### config.mk
export PLATFORM = sky130hd
export DESIGN_NAME = ssr_status
export DESIGN_NICKNAME = d
export VERILOG_FILES = /design/src/hdl/ssr_pkg.sv /design/src/hdl/ssr_event_group.sv /design/src/hdl/ssr_status.sv
export VERILOG_INCLUDE_DIRS = /design/src /design/src/hdl
export SDC_FILE = /design/constraint.sdc
export NUM_CORES = 1
export LEC_CHECK = 0
export ABC_AREA = 1
export BUFFER_PORTS_ARGS = -buffer_cell sky130_fd_sc_hd__buf_2
export CAP_MARGIN = 30
export CORE_MARGIN = 1
export CORE_UTILIZATION = 55
export DETAILED_ROUTE_END_ITERATION = 12
export PLACE_DENSITY = 0.8
export SLEW_MARGIN = 40
export SYNTH_ARGS = -nofsm -noshare
export SYNTH_HDL_FRONTEND = slang
export SYNTH_SLANG_ARGS = --single-unit
### constraint.sdc
create_clock -name mclk -period 1.65 [get_ports mclk]
set_input_delay 0.2475 -clock mclk [delete_from_list [all_inputs] [get_ports mclk]]
set_output_delay 0.2475 -clock mclk [all_outputs]
set_load 0.02 [all_outputs]
### src/hdl/ssr_consts.svh
// Summary of operation
// - keep status byte, standard event group and questionable group; byte summarises both.
// - event bits latch on their event and stay set until cleared.
// - event register query or clear-status clears every set event bit.
// - reset command leaves latched event bits untouched.
// - event query returns whole register, each bit at its power-of-two weight.
// - every event register has read/write enable; a bit latches only when enabled.
// - enable reads are harmless; clear-status leaves enables intact.
// - status bit 4 set while output buffer holds a message.
// - clearing an event register clears its summary bit in the status byte.
// - status bit 2 set while error queue holds an entry.
// - status bit 3 set while any enabled questionable event bit is set.
// - status bit 5 set while any enabled standard event bit is set.
// - status bit 6 set while any summary bit enabled by request mask is set.
// - clear-status clears the status byte condition register.
// - writing zero to request enable clears the whole status byte mask.
// - status byte query returns current status byte contents.
// - operation complete command sets standard event bit 0.
// - saturated output buffer stops readings; host should poll completion bit.
// - each lock key transition raises the user request event.
// - any enabled standard event sets the standard event summary bit.
// - standard event bit 7 set when unit was reset since last read.
`ifndef SSR_CONSTS_SVH
`define SSR_CONSTS_SVH
// status byte bit positions
`define SSR_STB_EAQ 2
`define SSR_STB_QSB 3
`define SSR_STB_MAV 4
`define SSR_STB_ESB 5
`define SSR_STB_MSS 6
// request enable bits that can be stored
`define SSR_SRE_MASK 8'h3c
// standard event bit positions
`define SSR_ESR_OPC 0
`define SSR_ESR_QYE 2
`define SSR_ESR_DDE 3
`define SSR_ESR_EXE 4
`define SSR_ESR_CME 5
`define SSR_ESR_URQ 6
`define SSR_ESR_PON 7
// implemented standard event bits
`define SSR_ESR_MASK 8'hfd
// reset values
`define SSR_BYTE_RST 8'h00
`define SSR_PON_RST 1'b1
`define SSR_ONE 1'b1
`define SSR_BIT_RST 1'b0
// answer to the completion query
`define SSR_OPC_ANS 8'h01
`endif

### src/hdl/ssr_pkg.sv
package ssr_pkg;
  // host commands seen at the command port
  typedef enum logic [3:0] {
    SSR_NOP   = 4'h0,
    SSR_CLS   = 4'h1,
    SSR_RST   = 4'h2,
    SSR_OPC   = 4'h3,
    SSR_OPC_Q = 4'h4,
    SSR_ESR_Q = 4'h5,
    SSR_ESE_W = 4'h6,
    SSR_ESE_Q = 4'h7,
    SSR_SRE_W = 4'h8,
    SSR_SRE_Q = 4'h9,
    SSR_STB_Q = 4'ha,
    SSR_QEV_Q = 4'hb,
    SSR_QEN_W = 4'hc,
    SSR_QEN_Q = 4'hd
  } ssr_cmd_type;

  // command port sequencer
  typedef enum logic [1:0] {
    SSR_IDLE  = 2'b00,
    SSR_REPLY = 2'b01
  } ssr_state_type;
endpackage : ssr_pkg

### src/hdl/ssr_event_group.sv
`timescale 1ns/10ps
`include "ssr_consts.svh"
module ssr_event_group
  import ssr_pkg::*;
#(
  parameter int           W          = 8,
  parameter logic [W-1:0] VALID_MASK = '1
)
(
  input  wire logic         mclk,     // system clock
  input  wire logic         rstn,     // async reset, low
  input  wire logic [W-1:0] set_in,   // event pulses
  input  wire logic         clr,      // clear all event bits
  input  wire logic         en_we,    // enable write strobe
  input  wire logic [W-1:0] en_wdata, // enable write value
  output logic      [W-1:0] ev_r,     // latched events
  output logic      [W-1:0] en_r      // enable mask
);

  generate
    if (W < 1 || W > 16)
    begin : g_bad_width
      $error("ssr_event_group width out of range");
    end
  endgenerate

  // sticky event bits, a new event beats a clear in the same cycle
  always_ff @(posedge mclk or negedge rstn)
  begin
    if (!rstn)
      ev_r <= '0;
    else
      ev_r <= ((clr ? '0 : ev_r) | (set_in & en_r)) & VALID_MASK;
  end

  // enable mask, changed only by its own write
  always_ff @(posedge mclk or negedge rstn)
  begin
    if (!rstn)
      en_r <= '0;
    else if (en_we)
      en_r <= en_wdata & VALID_MASK;
  end

endmodule : ssr_event_group

### src/hdl/ssr_status.sv
`timescale 1ns/10ps
`include "ssr_consts.svh"
module ssr_status
  import ssr_pkg::*;
#(
  parameter int QW = 16 // questionable register width
)
(
  input  wire logic          mclk,               // 200 MHz clock
  input  wire logic          rstn,               // async reset, low
  input  wire logic          cmd_valid,          // command offered
  input  wire logic [3:0]    cmd_code,           // command code
  input  wire logic [QW-1:0] cmd_arg,            // mask for enable writes
  output logic               cmd_ready,          // command accepted when high
  output logic               rsp_valid,          // answer pulse
  output logic      [QW-1:0] rsp_data,           // answer value, binary weighted
  input  wire logic          err_queue_nonempty, // error queue holds entries
  input  wire logic          msg_avail,          // output buffer holds a message
  input  wire logic          outbuf_full,        // output buffer saturated
  input  wire logic          lock_key,           // front panel lock state
  input  wire logic          cmd_err,            // command syntax error pulse
  input  wire logic          exe_err,            // execution error pulse
  input  wire logic          dev_err,            // device error pulse
  input  wire logic [QW-1:0] ques_event,         // questionable event pulses
  output logic      [7:0]    status_byte,        // status byte register
  output logic               srq,                // service request
  output logic               stop_readings       // measurement halt
);

  generate
    if (QW < 8 || QW > 16)
    begin : g_bad_qw
      $error("ssr_status questionable width must be 8 to 16");
    end
  endgenerate

  // command decode helpers
  function automatic logic is_query(input ssr_cmd_type c);
    is_query = (c == SSR_OPC_Q) || (c == SSR_ESR_Q) || (c == SSR_ESE_Q)
            || (c == SSR_SRE_Q) || (c == SSR_STB_Q) || (c == SSR_QEV_Q)
            || (c == SSR_QEN_Q);
  endfunction : is_query

  function automatic logic [QW-1:0] widen(input logic [7:0] b);
    widen = {{(QW-8){1'b0}}, b};
  endfunction : widen

  ssr_cmd_type   cmd;
  ssr_state_type state_r;
  ssr_state_type state_nxt;
  logic          take;
  logic          cls_hit;
  logic          esr_read;
  logic          qev_read;
  logic          std_clr;
  logic          ques_clr;
  logic [7:0]    std_set;
  logic [7:0]    std_ev;
  logic [7:0]    std_en;
  logic [QW-1:0] ques_ev;
  logic [QW-1:0] ques_en;
  logic          pon_pend_r;
  logic          lock_prev_r;
  logic          lock_seen_r;
  logic          urq_evt;
  logic          qye_evt;
  logic [7:0]    sre_r;
  logic [7:0]    stb_r;
  logic [7:0]    stb_nxt;
  logic          srq_r;
  logic          stop_r;
  logic          ready_r;
  logic          rsp_valid_r;
  logic [QW-1:0] rsp_data_r;
  logic [QW-1:0] rsp_nxt;

  // command acceptance
  assign cmd      = ssr_cmd_type'(cmd_code);
  assign take     = cmd_valid && ready_r;
  assign cls_hit  = take && (cmd == SSR_CLS);
  assign esr_read = take && (cmd == SSR_ESR_Q);
  assign qev_read = take && (cmd == SSR_QEV_Q);
  assign std_clr  = cls_hit || esr_read;
  assign ques_clr = cls_hit || qev_read;

  // sequencer: one answer slot after each taken command
  always_comb
  begin
    state_nxt = state_r;
    unique case (state_r)
      SSR_IDLE:  if (take) state_nxt = SSR_REPLY;
      SSR_REPLY: state_nxt = SSR_IDLE;
      default:   state_nxt = SSR_IDLE;
    endcase
  end

  always_ff @(posedge mclk or negedge rstn)
  begin
    if (!rstn)
      state_r <= SSR_IDLE;
    else
      state_r <= state_nxt;
  end

  // ready drops for the answer cycle
  always_ff @(posedge mclk or negedge rstn)
  begin
    if (!rstn)
      ready_r <= `SSR_BIT_RST;
    else
      ready_r <= (state_nxt == SSR_IDLE);
  end

  // power-on marker waits until its enable lets it latch
  always_ff @(posedge mclk or negedge rstn)
  begin
    if (!rstn)
      pon_pend_r <= `SSR_PON_RST;
    else if (std_en[`SSR_ESR_PON])
      pon_pend_r <= 1'b0;
  end

  // lock key edge detector, armed once after reset
  always_ff @(posedge mclk or negedge rstn)
  begin
    if (!rstn)
    begin
      lock_prev_r <= `SSR_BIT_RST;
      lock_seen_r <= `SSR_BIT_RST;
    end
    else
    begin
      lock_prev_r <= lock_key;
      lock_seen_r <= `SSR_ONE;
    end
  end

  assign urq_evt = lock_seen_r && (lock_key != lock_prev_r);

  // query while the output buffer is saturated
  assign qye_evt = take && is_query(cmd) && outbuf_full;

  // standard event sources, bit 1 never set
  always_comb
  begin
    std_set                = `SSR_BYTE_RST;
    std_set[`SSR_ESR_OPC]  = take && (cmd == SSR_OPC);
    std_set[`SSR_ESR_QYE]  = qye_evt;
    std_set[`SSR_ESR_DDE]  = dev_err;
    std_set[`SSR_ESR_EXE]  = exe_err;
    std_set[`SSR_ESR_CME]  = cmd_err;
    std_set[`SSR_ESR_URQ]  = urq_evt;
    std_set[`SSR_ESR_PON]  = pon_pend_r;
  end

  // standard event group, reset command touches neither register
  ssr_event_group #(
    .W          (8),
    .VALID_MASK (`SSR_ESR_MASK)
  ) u_std (
    .mclk     (mclk),
    .rstn     (rstn),
    .set_in   (std_set),
    .clr      (std_clr),
    .en_we    (take && (cmd == SSR_ESE_W)),
    .en_wdata (cmd_arg[7:0]),
    .ev_r     (std_ev),
    .en_r     (std_en)
  );

  // questionable data group
  ssr_event_group #(
    .W          (QW),
    .VALID_MASK ({QW{1'b1}})
  ) u_ques (
    .mclk     (mclk),
    .rstn     (rstn),
    .set_in   (ques_event),
    .clr      (ques_clr),
    .en_we    (take && (cmd == SSR_QEN_W)),
    .en_wdata (cmd_arg),
    .ev_r     (ques_ev),
    .en_r     (ques_en)
  );

  // request enable mask, zero write empties it
  always_ff @(posedge mclk or negedge rstn)
  begin
    if (!rstn)
      sre_r <= `SSR_BYTE_RST;
    else if (take && (cmd == SSR_SRE_W))
      sre_r <= cmd_arg[7:0] & `SSR_SRE_MASK;
  end

  // status byte condition, rebuilt from the groups every cycle
  always_comb
  begin
    stb_nxt               = `SSR_BYTE_RST;
    stb_nxt[`SSR_STB_EAQ] = err_queue_nonempty;
    stb_nxt[`SSR_STB_QSB] = |(ques_ev & ques_en);
    stb_nxt[`SSR_STB_MAV] = msg_avail;
    stb_nxt[`SSR_STB_ESB] = |(std_ev & std_en);
    stb_nxt[`SSR_STB_MSS] = |(stb_nxt & sre_r);
    if (cls_hit)
      stb_nxt = `SSR_BYTE_RST;
  end

  // status byte register holding both summaries
  always_ff @(posedge mclk or negedge rstn)
  begin
    if (!rstn)
      stb_r <= `SSR_BYTE_RST;
    else
      stb_r <= stb_nxt;
  end

  // service request mirrors the master summary
  always_ff @(posedge mclk or negedge rstn)
  begin
    if (!rstn)
      srq_r <= `SSR_BIT_RST;
    else
      srq_r <= stb_nxt[`SSR_STB_MSS];
  end

  // saturated output buffer halts measurements
  always_ff @(posedge mclk or negedge rstn)
  begin
    if (!rstn)
      stop_r <= `SSR_BIT_RST;
    else
      stop_r <= outbuf_full;
  end

  // answer value, taken before any clear of the same command
  always_comb
  begin
    rsp_nxt = '0;
    unique case (cmd)
      SSR_OPC_Q: rsp_nxt = widen(`SSR_OPC_ANS);
      SSR_ESR_Q: rsp_nxt = widen(std_ev);
      SSR_ESE_Q: rsp_nxt = widen(std_en);
      SSR_SRE_Q: rsp_nxt = widen(sre_r);
      SSR_STB_Q: rsp_nxt = widen(stb_r);
      SSR_QEV_Q: rsp_nxt = ques_ev;
      SSR_QEN_Q: rsp_nxt = ques_en;
      default:   rsp_nxt = '0;
    endcase
  end

  // answer strobe, one cycle per query
  always_ff @(posedge mclk or negedge rstn)
  begin
    if (!rstn)
      rsp_valid_r <= `SSR_BIT_RST;
    else
      rsp_valid_r <= take && is_query(cmd);
  end

  // answer data held until the next query
  always_ff @(posedge mclk or negedge rstn)
  begin
    if (!rstn)
      rsp_data_r <= '0;
    else if (take && is_query(cmd))
      rsp_data_r <= rsp_nxt;
  end

  // ports straight from flip-flops
  assign cmd_ready     = ready_r;
  assign rsp_valid     = rsp_valid_r;
  assign rsp_data      = rsp_data_r;
  assign status_byte   = stb_r;
  assign srq           = srq_r;
  assign stop_readings = stop_r;

endmodule : ssr_status

==> results.yml <==
outcome:
  status: "finished with violations"
  violations: "design-rule violations"
clock_network:
  h-tree-depth: 3
  clockBufferDepth: 2
  clk_pin_slew_worst_paths_ns: 0.08
  cts_tree: "yes"
  clk_latency_ns: 0.36
  cts_buffers: 9
  clock-root-buffer: "clkbuf_8"
  clock_sinks: 79
power:
  pwr-share-seq_pct: 49.3
  netSwitchingFraction_pct: 31.9
  pwr-share-comb_pct: 19.6
  ir_drop_v: 0.000654
  clockPowerShare_pct: 31.1
  power.switching_mw: 1.68
  p_leak_nw: 2.49
  p_per_area_nw_per_um2: 1200
  intPower_mw: 3.58
sta:
  hold_ws_ns: 0.0270
  drv_slew: 0
  timing.fmax_mhz: 725
  skew_ns: 0.0130
  hold_viol: 0
  worst_slack_ns: 0.271
  fin_crit_ns: 1.38
  rsz0062_at_grt: "no"
  tns_ns: 0
  period_share_pct: 83.5
  setup_violations: 0
synthesis:
  synth_edf_count: 0
  syn_inst: 479
  synth-async-reset-ratio_pct: 100
  synth_top_flop_cell: "dfrtp_1"
  syn_area_um2: 3680
  syn_avg_cell_area_um2: 7.69
  yosysWarnings: 0
  ys_types: 24
  seq_area_frac_synth_pct: 53.7
  synth_seq_cells: 79
finish:
  areaGrowthSynthToFinish_pct: 19.3
  insertedDiodeCount: 0
  multi_input_area_um2: 1430
  fin_area_um2: 4390
  nNetsFinal: 606
  drive_above_1_share_pct: 19.3
  fillers: 532
  regArea_um2: 1980
floorplanning:
  dieArea_um2: 7030
  initial_core_util_pct: 57.4
  coreArea_um2: 6420
  io-pin-count: 74
  row_count: 29
  die_h_um: 83.8
  chipWidth_um: 83.8
worst_setup_path:
  slowest_delay_ns: 0.35
  r2r_setup_slack_ns: 0.27
  worstSetupPathType: "reg2reg"
  cp.buffers_inverters: 2
  worst_setup_path_end_kind: "register"
  critPathRequiredTime_ns: 1.89
  reg2reg_from: "cmd_ready"
  crit_chain: "nand2_1 > inv_1 > nand3_1 > buf_4 > nand2_1 > o21ai_0"
  endpoint: "u_std.en_r[4]"
  cp_top_family: "buffers and inverters"
  startpoint: "cmd_ready"
  startpoint_type: "register"
  r2r_cells: 6
  crit_cells: 6
  cp_max_fo: 10
  cpMostUsedCell: "nand2_1"
  rr_endpoint: "u_std.en_r[4]"
  cpMaxStageDelayCell: "dfrtp_1"
  arrival_ns: 1.62
drt:
  first_pass_iters: 9
  wl_per_cell_um: 14.2
  drt_iter0_drc: 263
  drc: 11
  vias: 3414
  wl_um: 9140
  routed_via_density: 5.32
  drtAntennaViolNets: 0
grt:
  grt-ovfl-total: 0
  grt_pass1_vias: 3323
  grt_usage_pct: 28.4
  grt_max_degree: 38
  antenna_found_initial: 0
  grt_first_pass_wirelength_um: 15400
placed_design:
  routabilityCongestion: 0.953
  placed_cell_area_um2: 4150
  portBuffers: 70
  hpwlAfterDp_um: 6730
  dp_slack_ns: 0.135
worst_hold_path:
  hp-start: "lock_key"
  min_path_type: "in2reg"
job:
  drv_cap: 0
## routing by layer
metal / track usage [%] / share of wire [%] / vias to the layer above
li1: - / - / 1636
met1: 38.2 / 44 / 1638
met2: 46.1 / 49 / 128
met3: 5.54 / 5.8 / 12
met4: 10.0 / 1.4 / 0
met5: 0 / 0 / -
## cell usage after synthesis (3+ instances only)
library cell	count	area (µm²)
a21oi_1	11	55.1
buf_2	6	30.0
buf_4	4	30.0
clkbuf_1	4	15.0
dfrtp_1	78	1950
inv_1	49	184
inv_2	3	11.3
nand2_1	200	751
nand3_1	40	200
nand4_1	3	18.8
nor2_1	29	109
nor3_1	3	15.0
o21ai_0	35	175
## power groups by stage
stage / Combinational (mW) / Clock, mW / Sequential (mW)
5_1_grt: 1.17 / 1.72 / 2.64
2_1_floorplan: 0.594 / 0 / 2.64
3_5_place_dp: 1.03 / 0 / 2.62
4_1_cts: 1.04 / 1.64 / 2.59
6_report: 1.03 / 1.63 / 2.59
3_3_place_gp: 0.993 / 0 / 2.61
## placed cells by master (no fill, tap or decap), drive strengths merged
| master | count |
|---|---|
| clkinvlp | 2 |
| nand4 | 3 |
| dfrtp | 78 |
| dlygate4sd3 | 1 |
| clkinv | 2 |
| nand3 | 41 |
| nand2 | 201 |
| nor2 | 33 |
| bufinv | 2 |
| conb | 5 |
| buf | 81 |
| o21ai | 35 |
| clkbuf | 10 |
| inv | 53 |
| a21oi | 11 |
| o22ai | 2 |
| a22o | 1 |
| nor3 | 3 |
| dfstp | 1 |
## layout make-up
type	count	share of cell area [%]
Clock buffer	10	3.13
Tap cell	77	2.19
Timing Repair Buffer	82	10.4
Multi-Input combinational cell	335	32.5
Inverter	53	4.64
Sequential cell	79	45.0
Clock inverter	6	2.11
## registers in the layout, indices dropped and copies added, names as in the netlist
register       flops
rsp_data          16
u_ques.en_r       16
u_ques.ev_r       16
u_std.en_r         7
u_std.ev_r         7
status_byte        5
sre_r              4
state_r            2
cmd_ready          1
lock_prev_r        1
lock_seen_r        1
pon_pend_r         1
rsp_valid          1
stop_readings      1
## worst reg2reg max path, cell delays in order, from the launching register on
cell,delay [ns]
dfrtp_1,0.35
nand2_1,0.11
inv_1,0.20
nand3_1,0.22
buf_4,0.24
nand2_1,0.06
o21ai_0,0.08
## cell families after synthesis
group,Yosys count,share of synthesized area (%)
flip-flops,79,53.7
AO/OA/AOI/OAI,49,7.00
other,2,0.204
AND/OR/NAND/NOR,281,31.2
buffers and inverters,68,7.88
## worst min path at each step
stage                                to  slack [ns]  depth (start not counted)
after floorplan               cmd_ready       -0.05                          0
after global routing      stop_readings        0.01                          1
after global placement      lock_seen_r        0.23                          1
after detailed placement    lock_prev_r        0.24                          1
final                       lock_prev_r        0.03                          1
after CTS                   lock_prev_r        0.02                          1
## timing repair
item	in CTS	in global routing
hold buffers	1	0
resized for setup	0	0
endpoints found under the setup margin	0	0
setup buffers	0	0
endpoints found under the hold margin	33	0
## per-stage QoR
stage                     power (mW)  std cells  util, %
after floorplan                 3.24        482        -
after global placement          3.60        625     64.7
after detailed placement        3.65        625     64.7
after CTS                       5.27        642     68.4
after global routing            5.53        642     68.4
final                           5.26        642     68.4
Note: power is estimated with default switching activity, not from simulation.
